`config.mk`:
```
export PLATFORM = sky130hd
export DESIGN_NAME = ncc_regs
export DESIGN_NICKNAME = d
export VERILOG_FILES = /design/src/ncc_pkg.sv /design/src/ncc_regs.sv
export SDC_FILE = /design/constraint.sdc
export NUM_CORES = 1
export LEC_CHECK = 0
export ABC_AREA = 1
export BUFFER_PORTS_ARGS = -buffer_cell sky130_fd_sc_hd__buf_2
export CAP_MARGIN = 20
export CORE_MARGIN = 4
export CORE_UTILIZATION = 60
export CTS_BUF_LIST = sky130_fd_sc_hd__clkbuf_4 sky130_fd_sc_hd__clkbuf_8
export CTS_CLUSTER_SIZE = 20
export DETAILED_ROUTE_END_ITERATION = 6
export PLACE_DENSITY = 0.83
export RECOVER_POWER = 50
export SLEW_MARGIN = 40
export SYNTH_ARGS = -nofsm -noshare
export SYNTH_HDL_FRONTEND = slang
export SYNTH_SLANG_ARGS = --single-unit
```
`constraint.sdc`:
```
create_clock -name clk -period 5.58 [get_ports clk]
set_input_delay 0.279 -clock clk [delete_from_list [all_inputs] [get_ports clk]]
set_output_delay 0.279 -clock clk [all_outputs]
set_load 0.01 [all_outputs]
```
`src/ncc_pkg.sv`:
```
/*
 * ncc_pkg: constants, field layouts and carrier types for the common
 * configuration register bank of the network controller.
 * assumes a 40 MHz system clock and byte-wide register access.
 */
package ncc_pkg;

    // register byte addresses
    localparam logic [15:0] ADDR_SUMMARY_FLAGS = 16'h0015;
    localparam logic [15:0] ADDR_INTERRUPT_MASK = 16'h0016;
    localparam logic [15:0] ADDR_RETRY_INTERVAL_HI = 16'h0017;
    localparam logic [15:0] ADDR_RETRY_INTERVAL_LO = 16'h0018;
    localparam logic [15:0] ADDR_RETRY_LIMIT = 16'h0019;
    localparam logic [15:0] ADDR_RX_BUFFER_SPLIT = 16'h001a;
    localparam logic [15:0] ADDR_TX_BUFFER_SPLIT = 16'h001b;
    localparam logic [15:0] ADDR_PPP_AUTH_KIND_HI = 16'h001c;
    localparam logic [15:0] ADDR_PPP_AUTH_KIND_LO = 16'h001d;
    localparam logic [15:0] ADDR_LCP_ECHO_INTERVAL = 16'h0028;
    localparam logic [15:0] ADDR_LCP_MAGIC_VALUE = 16'h0029;
    localparam logic [15:0] ADDR_UNREACHABLE_IP = 16'h002a;
    localparam logic [15:0] ADDR_UNREACHABLE_PORT = 16'h002e;
    localparam logic [15:0] ADDR_SOCKET_MODE = 16'h0400;
    localparam logic [15:0] SOCKET_STRIDE = 16'h0100;

    // reset values
    localparam logic [7:0] RST_INTERRUPT_MASK = 8'h00;
    localparam logic [15:0] RST_RETRY_INTERVAL = 16'h07d0;
    localparam logic [7:0] RST_RETRY_LIMIT = 8'h08;
    localparam logic [7:0] RST_BUFFER_SPLIT = 8'h55;
    localparam logic [15:0] RST_PPP_AUTH_KIND = 16'h0000;
    localparam logic [7:0] RST_LCP_ECHO_INTERVAL = 8'h28;
    localparam logic [7:0] RST_LCP_MAGIC_VALUE = 8'h00;
    localparam logic [7:0] RST_SOCKET_MODE = 8'h00;

    // field positions
    localparam int FLAG_CONFLICT = 7;
    localparam int FLAG_FLAG_A = 6;
    localparam int FLAG_PPP_CLOSE = 5;
    localparam int FLAG_RESERVED = 4;
    localparam int MODE_MULTICAST = 7;
    localparam int MODE_FRAME_FILTER = 6;
    localparam int MODE_ACK_OR_IGMP = 5;
    localparam logic [7:0] FLAG_IMPLEMENTED = 8'he0;
    localparam logic [7:0] MODE_BITS_SOCK0 = 8'hef;
    localparam logic [7:0] MODE_BITS_OTHER = 8'haf;

    // authentication kinds
    localparam logic [15:0] AUTH_PAP = 16'hc023;
    localparam logic [15:0] AUTH_CHAP = 16'hc223;

    // buffer memory
    localparam logic [5:0] BUFFER_TOTAL_KB = 6'h08;

    // timing
    localparam int CLK_PERIOD_NS = 25;
    localparam int RETRY_UNIT_NS = 100000;
    localparam int RETRY_UNIT_CYC = RETRY_UNIT_NS / CLK_PERIOD_NS;
    localparam int ECHO_UNIT_NS = 25000000;
    localparam int ECHO_UNIT_CYC = ECHO_UNIT_NS / CLK_PERIOD_NS;

    typedef enum logic [3:0] {
        PROTO_CLOSED = 4'b0000,
        PROTO_TCP = 4'b0001,
        PROTO_UDP = 4'b0010,
        PROTO_RAW_IP = 4'b0011,
        PROTO_RAW_ETHERNET = 4'b0100,
        PROTO_PPPOE = 4'b0101
    } ncc_proto_type;

    typedef struct packed {
        logic usable;
        logic [12:0] base;
        logic [3:0] size_kb;
    } ncc_alloc_type;

    typedef struct packed {
        ncc_proto_type proto;
        logic multicast;
        logic frame_filter_enable;
        logic no_delayed_ack;
        logic igmp_v1;
    } ncc_mode_type;

endpackage : ncc_pkg

```
`src/ncc_regs.sv`:
```
/*
 * ncc_regs: common configuration and status registers, socket mode
 * registers, interrupt summary, retransmission timers, lcp echo timer
 * and buffer allocation.
 * assumes protocol engines on the same clock drive the event inputs
 * and a host on the plain register port.
 */
`timescale 1ns/1ps
`default_nettype none

// Functional notes
// - interrupt when flag set and mask set
// - masked flag still sets, no interrupt
// - mask bits 7,6,5 and 3..0 map
// - retry period is interval times 100us
// - retry interval stored high byte first
// - retransmit when peer response missing
// - timeout flag once retries exceed limit
// - receive split two bits per socket
// - size codes select 1,2,4,8 KB
// - allocate from socket 0 until full
// - split registers reset to 2KB each
// - transmit split same as receive
// - read-only auth kind, reset zero
// - echo interval is value times 25ms
// - capture unreachable ip and port
// - four mode registers, 0x100 apart
// - multicast igmp version bit
// - protocol field encoding
// - interrupt low while unmasked flag set
// - write-one clear; socket flags auto clear
module ncc_regs import ncc_pkg::*; #(
    parameter int ECHO_CYC = ECHO_UNIT_CYC
) (
    input wire logic clk,
    input wire logic resetn,
    input wire logic [15:0] addr,
    input wire logic [7:0] wr_data,
    input wire logic wr_stb,
    input wire logic rd_stb,
    output logic [7:0] rd_data_q,
    output logic int_n_q,
    input wire logic conflict_evt,
    input wire logic flag_a_evt,
    input wire logic [31:0] flag_a_ip_in,
    input wire logic [15:0] flag_a_port_in,
    input wire logic ppp_close_evt,
    input wire logic [3:0] socket_flags_set,
    input wire logic auth_kind_evt,
    input wire logic [15:0] auth_kind_in,
    input wire logic [3:0] await_rsp,
    output logic [3:0] retransmit_q,
    output logic [3:0] timeout_q,
    input wire logic ppp_active,
    output logic lcp_echo_req_q,
    output logic [7:0] lcp_magic_value_q,
    output ncc_alloc_type [3:0] rx_alloc_q,
    output ncc_alloc_type [3:0] tx_alloc_q,
    output ncc_mode_type [3:0] mode_q
);

    function automatic ncc_alloc_type alloc_of(input logic [7:0] split, input int idx);
        logic [5:0] used;
        logic [3:0] kb;
        logic full;
        ncc_alloc_type a;
        used = '0;
        full = 1'b0;
        a = '0;
        for (int i = 0; i < 4; i++) begin
            kb = 4'h1 << split[2*i +: 2];
            if (!full && (used + 6'(kb) <= BUFFER_TOTAL_KB)) begin
                if (i == idx) begin
                    a.usable = 1'b1;
                    a.base = 13'({used, 10'h000});
                    a.size_kb = kb;
                end
                used = used + 6'(kb);
            end else begin
                full = 1'b1;
            end
        end
        return a;
    endfunction : alloc_of

    function automatic ncc_mode_type mode_of(input logic [7:0] raw, input int sock);
        ncc_mode_type m;
        logic [3:0] p;
        m = '0;
        p = raw[3:0];
        case (p)
            4'b0000: m.proto = PROTO_CLOSED;
            4'b0001: m.proto = PROTO_TCP;
            4'b0010: m.proto = PROTO_UDP;
            4'b0011: m.proto = PROTO_RAW_IP;
            4'b0100: m.proto = (sock == 0) ? PROTO_RAW_ETHERNET : PROTO_CLOSED;
            4'b0101: m.proto = (sock == 0) ? PROTO_PPPOE : PROTO_CLOSED;
            default: m.proto = PROTO_CLOSED;
        endcase
        m.multicast = raw[MODE_MULTICAST] && (m.proto == PROTO_UDP);
        m.frame_filter_enable = raw[MODE_FRAME_FILTER]
            && (m.proto == PROTO_RAW_ETHERNET);
        m.no_delayed_ack = raw[MODE_ACK_OR_IGMP] && (m.proto == PROTO_TCP);
        m.igmp_v1 = raw[MODE_ACK_OR_IGMP] && m.multicast;
        return m;
    endfunction : mode_of

    function automatic logic sock_hit(input logic [15:0] a, input int sock);
        return a == ADDR_SOCKET_MODE + 16'(sock) * SOCKET_STRIDE;
    endfunction : sock_hit

    logic [7:0] flags_q;
    logic [7:0] interrupt_mask_q;
    logic [15:0] retry_interval_q;
    logic [7:0] retry_limit_q;
    logic [7:0] rx_buffer_split_q;
    logic [7:0] tx_buffer_split_q;
    logic [15:0] ppp_auth_kind_q;
    logic [7:0] lcp_echo_interval_q;
    logic [31:0] unreachable_ip_q;
    logic [15:0] unreachable_port_q;
    logic [7:0] socket_mode_q [4];
    logic [7:0] rd_mux;
    logic [11:0] retry_pre_q;
    logic retry_tick;
    logic [15:0] ivl_cnt_q [4];
    logic [8:0] retries_q [4];
    logic [3:0] spent_q;
    logic [19:0] echo_pre_q;
    logic [7:0] echo_cnt_q;
    logic wr_flags;

    assign wr_flags = wr_stb && (addr == ADDR_SUMMARY_FLAGS);

    // host-writable configuration
    always_ff @(posedge clk) begin
        if (!resetn) begin
            retry_interval_q <= RST_RETRY_INTERVAL;
            retry_limit_q <= RST_RETRY_LIMIT;
            rx_buffer_split_q <= RST_BUFFER_SPLIT;
            tx_buffer_split_q <= RST_BUFFER_SPLIT;
        end else if (wr_stb) begin
            case (addr)
                ADDR_RETRY_INTERVAL_HI: retry_interval_q[15:8] <= wr_data;
                ADDR_RETRY_INTERVAL_LO: retry_interval_q[7:0] <= wr_data;
                ADDR_RETRY_LIMIT: retry_limit_q <= wr_data;
                ADDR_RX_BUFFER_SPLIT: rx_buffer_split_q <= wr_data;
                ADDR_TX_BUFFER_SPLIT: tx_buffer_split_q <= wr_data;
                default: begin
                end
            endcase
        end
    end

    // interrupt mask, reserved bit held clear
    always_ff @(posedge clk) begin
        if (!resetn) begin
            interrupt_mask_q <= RST_INTERRUPT_MASK;
        end else if (wr_stb && addr == ADDR_INTERRUPT_MASK) begin
            interrupt_mask_q <= wr_data & ~(8'h01 << FLAG_RESERVED);
        end
    end

    // ppp link settings
    always_ff @(posedge clk) begin
        if (!resetn) begin
            lcp_echo_interval_q <= RST_LCP_ECHO_INTERVAL;
            lcp_magic_value_q <= RST_LCP_MAGIC_VALUE;
        end else if (wr_stb && addr == ADDR_LCP_ECHO_INTERVAL) begin
            lcp_echo_interval_q <= wr_data;
        end else if (wr_stb && addr == ADDR_LCP_MAGIC_VALUE) begin
            lcp_magic_value_q <= wr_data;
        end
    end

    // socket mode registers
    always_ff @(posedge clk) begin
        for (int n = 0; n < 4; n++) begin
            if (!resetn) begin
                socket_mode_q[n] <= RST_SOCKET_MODE;
            end else if (wr_stb && sock_hit(addr, n)) begin
                socket_mode_q[n] <= wr_data & ((n == 0) ? MODE_BITS_SOCK0 : MODE_BITS_OTHER);
            end
        end
    end

    // summary flags, set wins over write-one clear
    always_ff @(posedge clk) begin
        if (!resetn) begin
            flags_q <= 8'h00;
        end else begin
            flags_q[FLAG_CONFLICT] <= conflict_evt
                || (flags_q[FLAG_CONFLICT] && !(wr_flags && wr_data[FLAG_CONFLICT]));
            flags_q[FLAG_FLAG_A] <= flag_a_evt
                || (flags_q[FLAG_FLAG_A] && !(wr_flags && wr_data[FLAG_FLAG_A]));
            flags_q[FLAG_PPP_CLOSE] <= ppp_close_evt
                || (flags_q[FLAG_PPP_CLOSE] && !(wr_flags && wr_data[FLAG_PPP_CLOSE]));
            flags_q[FLAG_RESERVED] <= 1'b0;
            flags_q[3:0] <= socket_flags_set;
        end
    end

    // interrupt output
    always_ff @(posedge clk) begin
        if (!resetn) begin
            int_n_q <= 1'b1;
        end else begin
            int_n_q <= ~|(flags_q & interrupt_mask_q);
        end
    end

    // unreachable destination capture
    always_ff @(posedge clk) begin
        if (!resetn) begin
            unreachable_ip_q <= 32'h0000_0000;
            unreachable_port_q <= 16'h0000;
        end else if (flag_a_evt) begin
            unreachable_ip_q <= flag_a_ip_in;
            unreachable_port_q <= flag_a_port_in;
        end
    end

    // agreed authentication kind, unknown kinds dropped
    always_ff @(posedge clk) begin
        if (!resetn) begin
            ppp_auth_kind_q <= RST_PPP_AUTH_KIND;
        end else if (auth_kind_evt && (auth_kind_in == AUTH_PAP || auth_kind_in == AUTH_CHAP)) begin
            ppp_auth_kind_q <= auth_kind_in;
        end
    end

    // read mux, big-endian byte order
    always_comb begin
        rd_mux = 8'h00;
        case (addr)
            ADDR_SUMMARY_FLAGS: rd_mux = flags_q;
            ADDR_INTERRUPT_MASK: rd_mux = interrupt_mask_q;
            ADDR_RETRY_INTERVAL_HI: rd_mux = retry_interval_q[15:8];
            ADDR_RETRY_INTERVAL_LO: rd_mux = retry_interval_q[7:0];
            ADDR_RETRY_LIMIT: rd_mux = retry_limit_q;
            ADDR_RX_BUFFER_SPLIT: rd_mux = rx_buffer_split_q;
            ADDR_TX_BUFFER_SPLIT: rd_mux = tx_buffer_split_q;
            ADDR_PPP_AUTH_KIND_HI: rd_mux = ppp_auth_kind_q[15:8];
            ADDR_PPP_AUTH_KIND_LO: rd_mux = ppp_auth_kind_q[7:0];
            ADDR_LCP_ECHO_INTERVAL: rd_mux = lcp_echo_interval_q;
            ADDR_LCP_MAGIC_VALUE: rd_mux = lcp_magic_value_q;
            ADDR_UNREACHABLE_IP: rd_mux = unreachable_ip_q[31:24];
            ADDR_UNREACHABLE_IP + 16'h0001: rd_mux = unreachable_ip_q[23:16];
            ADDR_UNREACHABLE_IP + 16'h0002: rd_mux = unreachable_ip_q[15:8];
            ADDR_UNREACHABLE_IP + 16'h0003: rd_mux = unreachable_ip_q[7:0];
            ADDR_UNREACHABLE_PORT: rd_mux = unreachable_port_q[15:8];
            ADDR_UNREACHABLE_PORT + 16'h0001: rd_mux = unreachable_port_q[7:0];
            default: begin
                for (int n = 0; n < 4; n++) begin
                    if (sock_hit(addr, n)) begin
                        rd_mux = socket_mode_q[n];
                    end
                end
            end
        endcase
    end

    always_ff @(posedge clk) begin
        if (!resetn) begin
            rd_data_q <= 8'h00;
        end else if (rd_stb) begin
            rd_data_q <= rd_mux;
        end else begin
            rd_data_q <= 8'h00;
        end
    end

    // 100us retry tick
    assign retry_tick = (retry_pre_q == 12'(RETRY_UNIT_CYC - 1));

    always_ff @(posedge clk) begin
        if (!resetn || retry_tick) begin
            retry_pre_q <= 12'h000;
        end else begin
            retry_pre_q <= retry_pre_q + 12'h001;
        end
    end

    // per-socket retransmission timers
    always_ff @(posedge clk) begin
        for (int n = 0; n < 4; n++) begin
            if (!resetn || !await_rsp[n]) begin
                ivl_cnt_q[n] <= 16'h0000;
                retries_q[n] <= 9'h000;
                spent_q[n] <= 1'b0;
                retransmit_q[n] <= 1'b0;
                timeout_q[n] <= 1'b0;
            end else begin
                retransmit_q[n] <= 1'b0;
                timeout_q[n] <= 1'b0;
                if (retry_tick && !spent_q[n]) begin
                    if (ivl_cnt_q[n] + 16'h0001 >= retry_interval_q) begin
                        ivl_cnt_q[n] <= 16'h0000;
                        if (retries_q[n] >= {1'b0, retry_limit_q}) begin
                            timeout_q[n] <= 1'b1;
                            spent_q[n] <= 1'b1;
                        end else begin
                            retransmit_q[n] <= 1'b1;
                            retries_q[n] <= retries_q[n] + 9'h001;
                        end
                    end else begin
                        ivl_cnt_q[n] <= ivl_cnt_q[n] + 16'h0001;
                    end
                end
            end
        end
    end

    // lcp echo request timer
    always_ff @(posedge clk) begin
        if (!resetn || !ppp_active) begin
            echo_pre_q <= 20'h00000;
            echo_cnt_q <= 8'h00;
            lcp_echo_req_q <= 1'b0;
        end else begin
            lcp_echo_req_q <= 1'b0;
            if (echo_pre_q == 20'(ECHO_CYC - 1)) begin
                echo_pre_q <= 20'h00000;
                if (echo_cnt_q + 8'h01 >= lcp_echo_interval_q) begin
                    echo_cnt_q <= 8'h00;
                    lcp_echo_req_q <= (lcp_echo_interval_q != 8'h00);
                end else begin
                    echo_cnt_q <= echo_cnt_q + 8'h01;
                end
            end else begin
                echo_pre_q <= echo_pre_q + 20'h00001;
            end
        end
    end

    // receive buffer allocation
    always_ff @(posedge clk) begin
        for (int n = 0; n < 4; n++) begin
            if (!resetn) begin
                rx_alloc_q[n] <= '0;
            end else begin
                rx_alloc_q[n] <= alloc_of(rx_buffer_split_q, n);
            end
        end
    end

    // transmit buffer allocation
    always_ff @(posedge clk) begin
        for (int n = 0; n < 4; n++) begin
            if (!resetn) begin
                tx_alloc_q[n] <= '0;
            end else begin
                tx_alloc_q[n] <= alloc_of(tx_buffer_split_q, n);
            end
        end
    end

    // socket mode decode
    always_ff @(posedge clk) begin
        for (int n = 0; n < 4; n++) begin
            if (!resetn) begin
                mode_q[n] <= '0;
            end else begin
                mode_q[n] <= mode_of(socket_mode_q[n], n);
            end
        end
    end

endmodule : ncc_regs

`default_nettype wire

```
==> flow_results.org <==
** Status
- The run finished, with violations left.
- Violated checks :: max-capacitance violations, max-slew violations

** Power and ir drop
- For this design the static power due to leakage is 0.0115 µW.
- Power Total :: 6530 µW
- The worst-case IR drop observed on VDD is 0.213 mV.
- For this design the ratio of total power to cell area is 260 nW/µm².

** Timing
- Unrepaired setup endpoints after global routing :: no
- The count of endpoints failing hold in the final timing report came to 0.
- Final setup vio count :: 0
- For this run, the top clock speed supported by timing is 189 MHz.
- For the pin with the worst max-slew slack, the measured transition is 2.84 ns.
- Slack of the critical path :: 0.286 ns
- Final Critical Period :: 5.29 ns
- The number of max-slew violations in the final report is 63.
- Setup clock skew after layout :: 0.0297 ns
- Slew Limit Headroom :: -89.0%
- After routing, the total negative slack on setup checks comes to 0 ns.
- Final hold analysis gives a worst-case slack of 0.0258 ns.
- Ratio of final minimum period to clock period :: 94.9%

** Drt
- Via-per-instance ratio :: 5.61
- The detailed router placed 20.3k vias in this run.
- For this run, the detailed router's first-pass iteration total came to 7.
- Total Routed Length :: 61.2 mm
- The first routing iteration left 2046 violations.
- Number of design rule violations left after detail routing :: 0
- In the final routed layout, each cell accounts on average for 16.9 µm.
- In this run the remaining antenna-violating nets after routing total 0.

** Die
- Y dimension of the die :: 200 µm
- For this configuration, the core starts out at a cell density of 60.5%.
- Core Area :: 36500 µm²
- The floorplan has 70 rows.
- Die area :: 40000 µm²
- Horizontal extent of the die :: 200 µm
- Pin placement for this block handled 307 I/O pins.

** Critical path
- CP max-delay cell :: dfxtp_1
- Startpoint kind of the worst setup timing path :: flop
- Setup Crit Path Kind :: flop to flop
- Data on the critical path is required at its endpoint by 6.13 ns.
- Slowest stage delay, CP :: 0.41 ns
- Of all nets on the critical path, the largest fanout is 8.
- Data arrives at the worst endpoint at 5.84 ns.
- Critical Path Sink Type :: flop
- Cell type with the highest occurrence count on the critical path :: nand2_1

** Synthesis
- Of the synthesized area, sequential elements account for 42.0%.
- Synthesis produced a netlist whose cell count is 2819.
- Post-synthesis instance area :: 22100 µm²
- Dividing the synthesized area by the synthesized cell count gives 7.84 µm².
- Synthesis inferred 401 register bits.
- The largest total area in the synthesized netlist belongs to dfxtp_1.
- Count of cell types in the netlist :: 56
- By area the synthesized netlist is led by dfxtp_1 (25%), edfxtp_1 (17%), nor2_1 (8.2%).
- Number of warnings reported in the yosys synthesis log :: 0
- Summed over its instances, the top area cell type makes up 25.0% of the synthesized netlist area.

** Placed design
- Worst slack, placed :: 0.440 ns
- Buffers placed on the I/O ports in this run total 210.
- Final Wtd Congestion :: 1.01
- The wire-length estimate of the detail-placed layout is 43.9 mm.

** Cells and area
- After the last flow step, the layout net total stands at 3346.
- Most common cell after layout, fill and taps aside :: nor2_1
- Fraction of final layout cells sized beyond drive strength 1 :: 10.3%
- The library cells used most frequently in the layout, excluding fill and tap cells, are nor2_1 (483), nand2_1 (425), inv_1 (338), dfxtp_1 (271), nand3_1 (164).
- The layout has 2909 filler cells.
- The area growth from synthesis to layout is 13.5%.

** GRT
- Global-route wire length before repair :: 96.9 mm
- Maximum number of pins on one net before global-route repair :: 74
- GRT overflow :: 0
- Initial antenna violation count :: 1
- Across every metal layer, demand over resource in global routing totals 29.8%.
- Number of global-route vias before repair :: 19.6k

** Worst hold path
- Class of the tightest hold or removal check :: input port to flop

** Job
- Across the run, the number of max-cap violations was 1.

** Clocking
- TritonCTS built the clock tree.
- Buffer type at the clock tree root :: clkbuf_8
- At the later pin of the worst-skew pair, clock insertion delay measures 0.64 ns.
- Buffers added to address setup during post-CTS repair amount to 0.
- Maximum buffer depth of the clock tree :: 3
- Worst-path clk slew :: 0.06 ns
- Number of buffers added by the clock tree synthesis step :: 68
- Total number of H-tree levels :: 3
- TritonCTS sink count :: 401
## synthesized netlist by cell type, drive strengths merged
master,count
nor3,54
a31oi,1
a221oi,2
nor2,499
nor4,20
nor2b,3
o21bai,2
ha,138
nand3b,7
and2,1
o211ai,23
nand3,174
xnor2,20
nand4,107
dfxtp,276
o2111ai,2
o22ai,3
o31ai,1
or2,13
o311a,1
xor2,66
nand2,438
inv,354
conb,1
a21o,5
nor3b,13
fa,4
and3,2
clkbuf,33
buf,130
a211oi,18
a21boi,5
edfxtp,125
clkinv,7
o21ai,145
a21oi,126
## final cells by class
cell class / instances / area [µm²] / share of cell area [%]
Timing Repair Buffer: 278 / 1580 / 6.30
Clock buffer: 108 / 1310 / 5.22
Multi-Input combinational cell: 1989 / 10800 / 43.1
Antenna cell: 1 / 2.50 / 0.00997
Clock inverter: 16 / 165 / 0.658
Inverter: 361 / 1360 / 5.42
Tap cell: 468 / 586 / 2.33
Sequential cell: 401 / 9290 / 37.0
## registers in the layout (all words and copies together), names as in the netlist, 20 cells and up
name	flops
ivl_cnt_q	64
retries_q	36
unreachable_ip_q	32
rx_alloc_q	29
tx_alloc_q	29
socket_mode_q	25
mode_q	22
echo_pre_q	20
## per-layer routing
layer  track usage (%)  vias up  part of all wire, %
met5                 0        -                    0
met4              11.1        0                  3.8
met3              5.81      193                  9.4
met2              49.3     1069                   46
met1              39.1     9381                   40
li1                  -     9679                    -
## metrics by stage
stage          instance area (µm²)  utilization (%)  std cells
2_1_floorplan                22500                -       2914
3_3_place_gp                 23100             63.3       3436
3_5_place_dp                 23200             63.4       3437
4_1_cts                      25200             69.1       3619
5_1_grt                      25100             68.7       3622
6_report                     25100             68.7       3622
## cell families after synthesis
group | count (synthesis) | share of synthesized area [%]
AO/OA/AOI/OAI | 334 | 8.54
XOR/XNOR | 86 | 3.41
adder cells (fa/ha/maj) | 142 | 8.17
buffers and inverters | 524 | 10.9
flip-flops | 401 | 42.0
other | 1 | 0.0170
AND/OR/NAND/NOR | 1331 | 27.0
## report_power, final
| group | switching [µW] | leakage (µW) | internal [µW] |
|---|---|---|---|
| Combinational | 331 | 0.00717 | 176 |
| Clock | 1220 | 0.000786 | 1640 |
| Sequential | 73.2 | 0.00356 | 3100 |
## critical path, delay by kind of cell (launching register included)
family	cells	cell delay, ns
flip-flops	1	0.41
XOR/XNOR	2	0.52
adder cells (fa/ha/maj)	5	1.43
AO/OA/AOI/OAI	1	0.20
buffers and inverters	7	0.58
AND/OR/NAND/NOR	20	2.08
## final timing paths
path / start / to / slack (ns) / cells after the start
max: tx_buffer_split_q[3] / tx_alloc_q[68] / 0.29 / 35
min: wr_data[0] / retry_limit_q[0] / 0.03 / 3
max reg2reg: tx_buffer_split_q[3] / tx_alloc_q[68] / 0.29 / 35
min reg2reg: ppp_auth_kind_q[8] / ppp_auth_kind_q[8] / 0.44 / 2
## repair_timing
item / in CTS / in global routing
hold buffers: 58 / 1
hold endpoints to repair: 59 / 3
gates resized for setup: 0 / 8
setup endpoints to repair: 0 / 15
No activity file was read; power rests on OpenSTA's default activity.
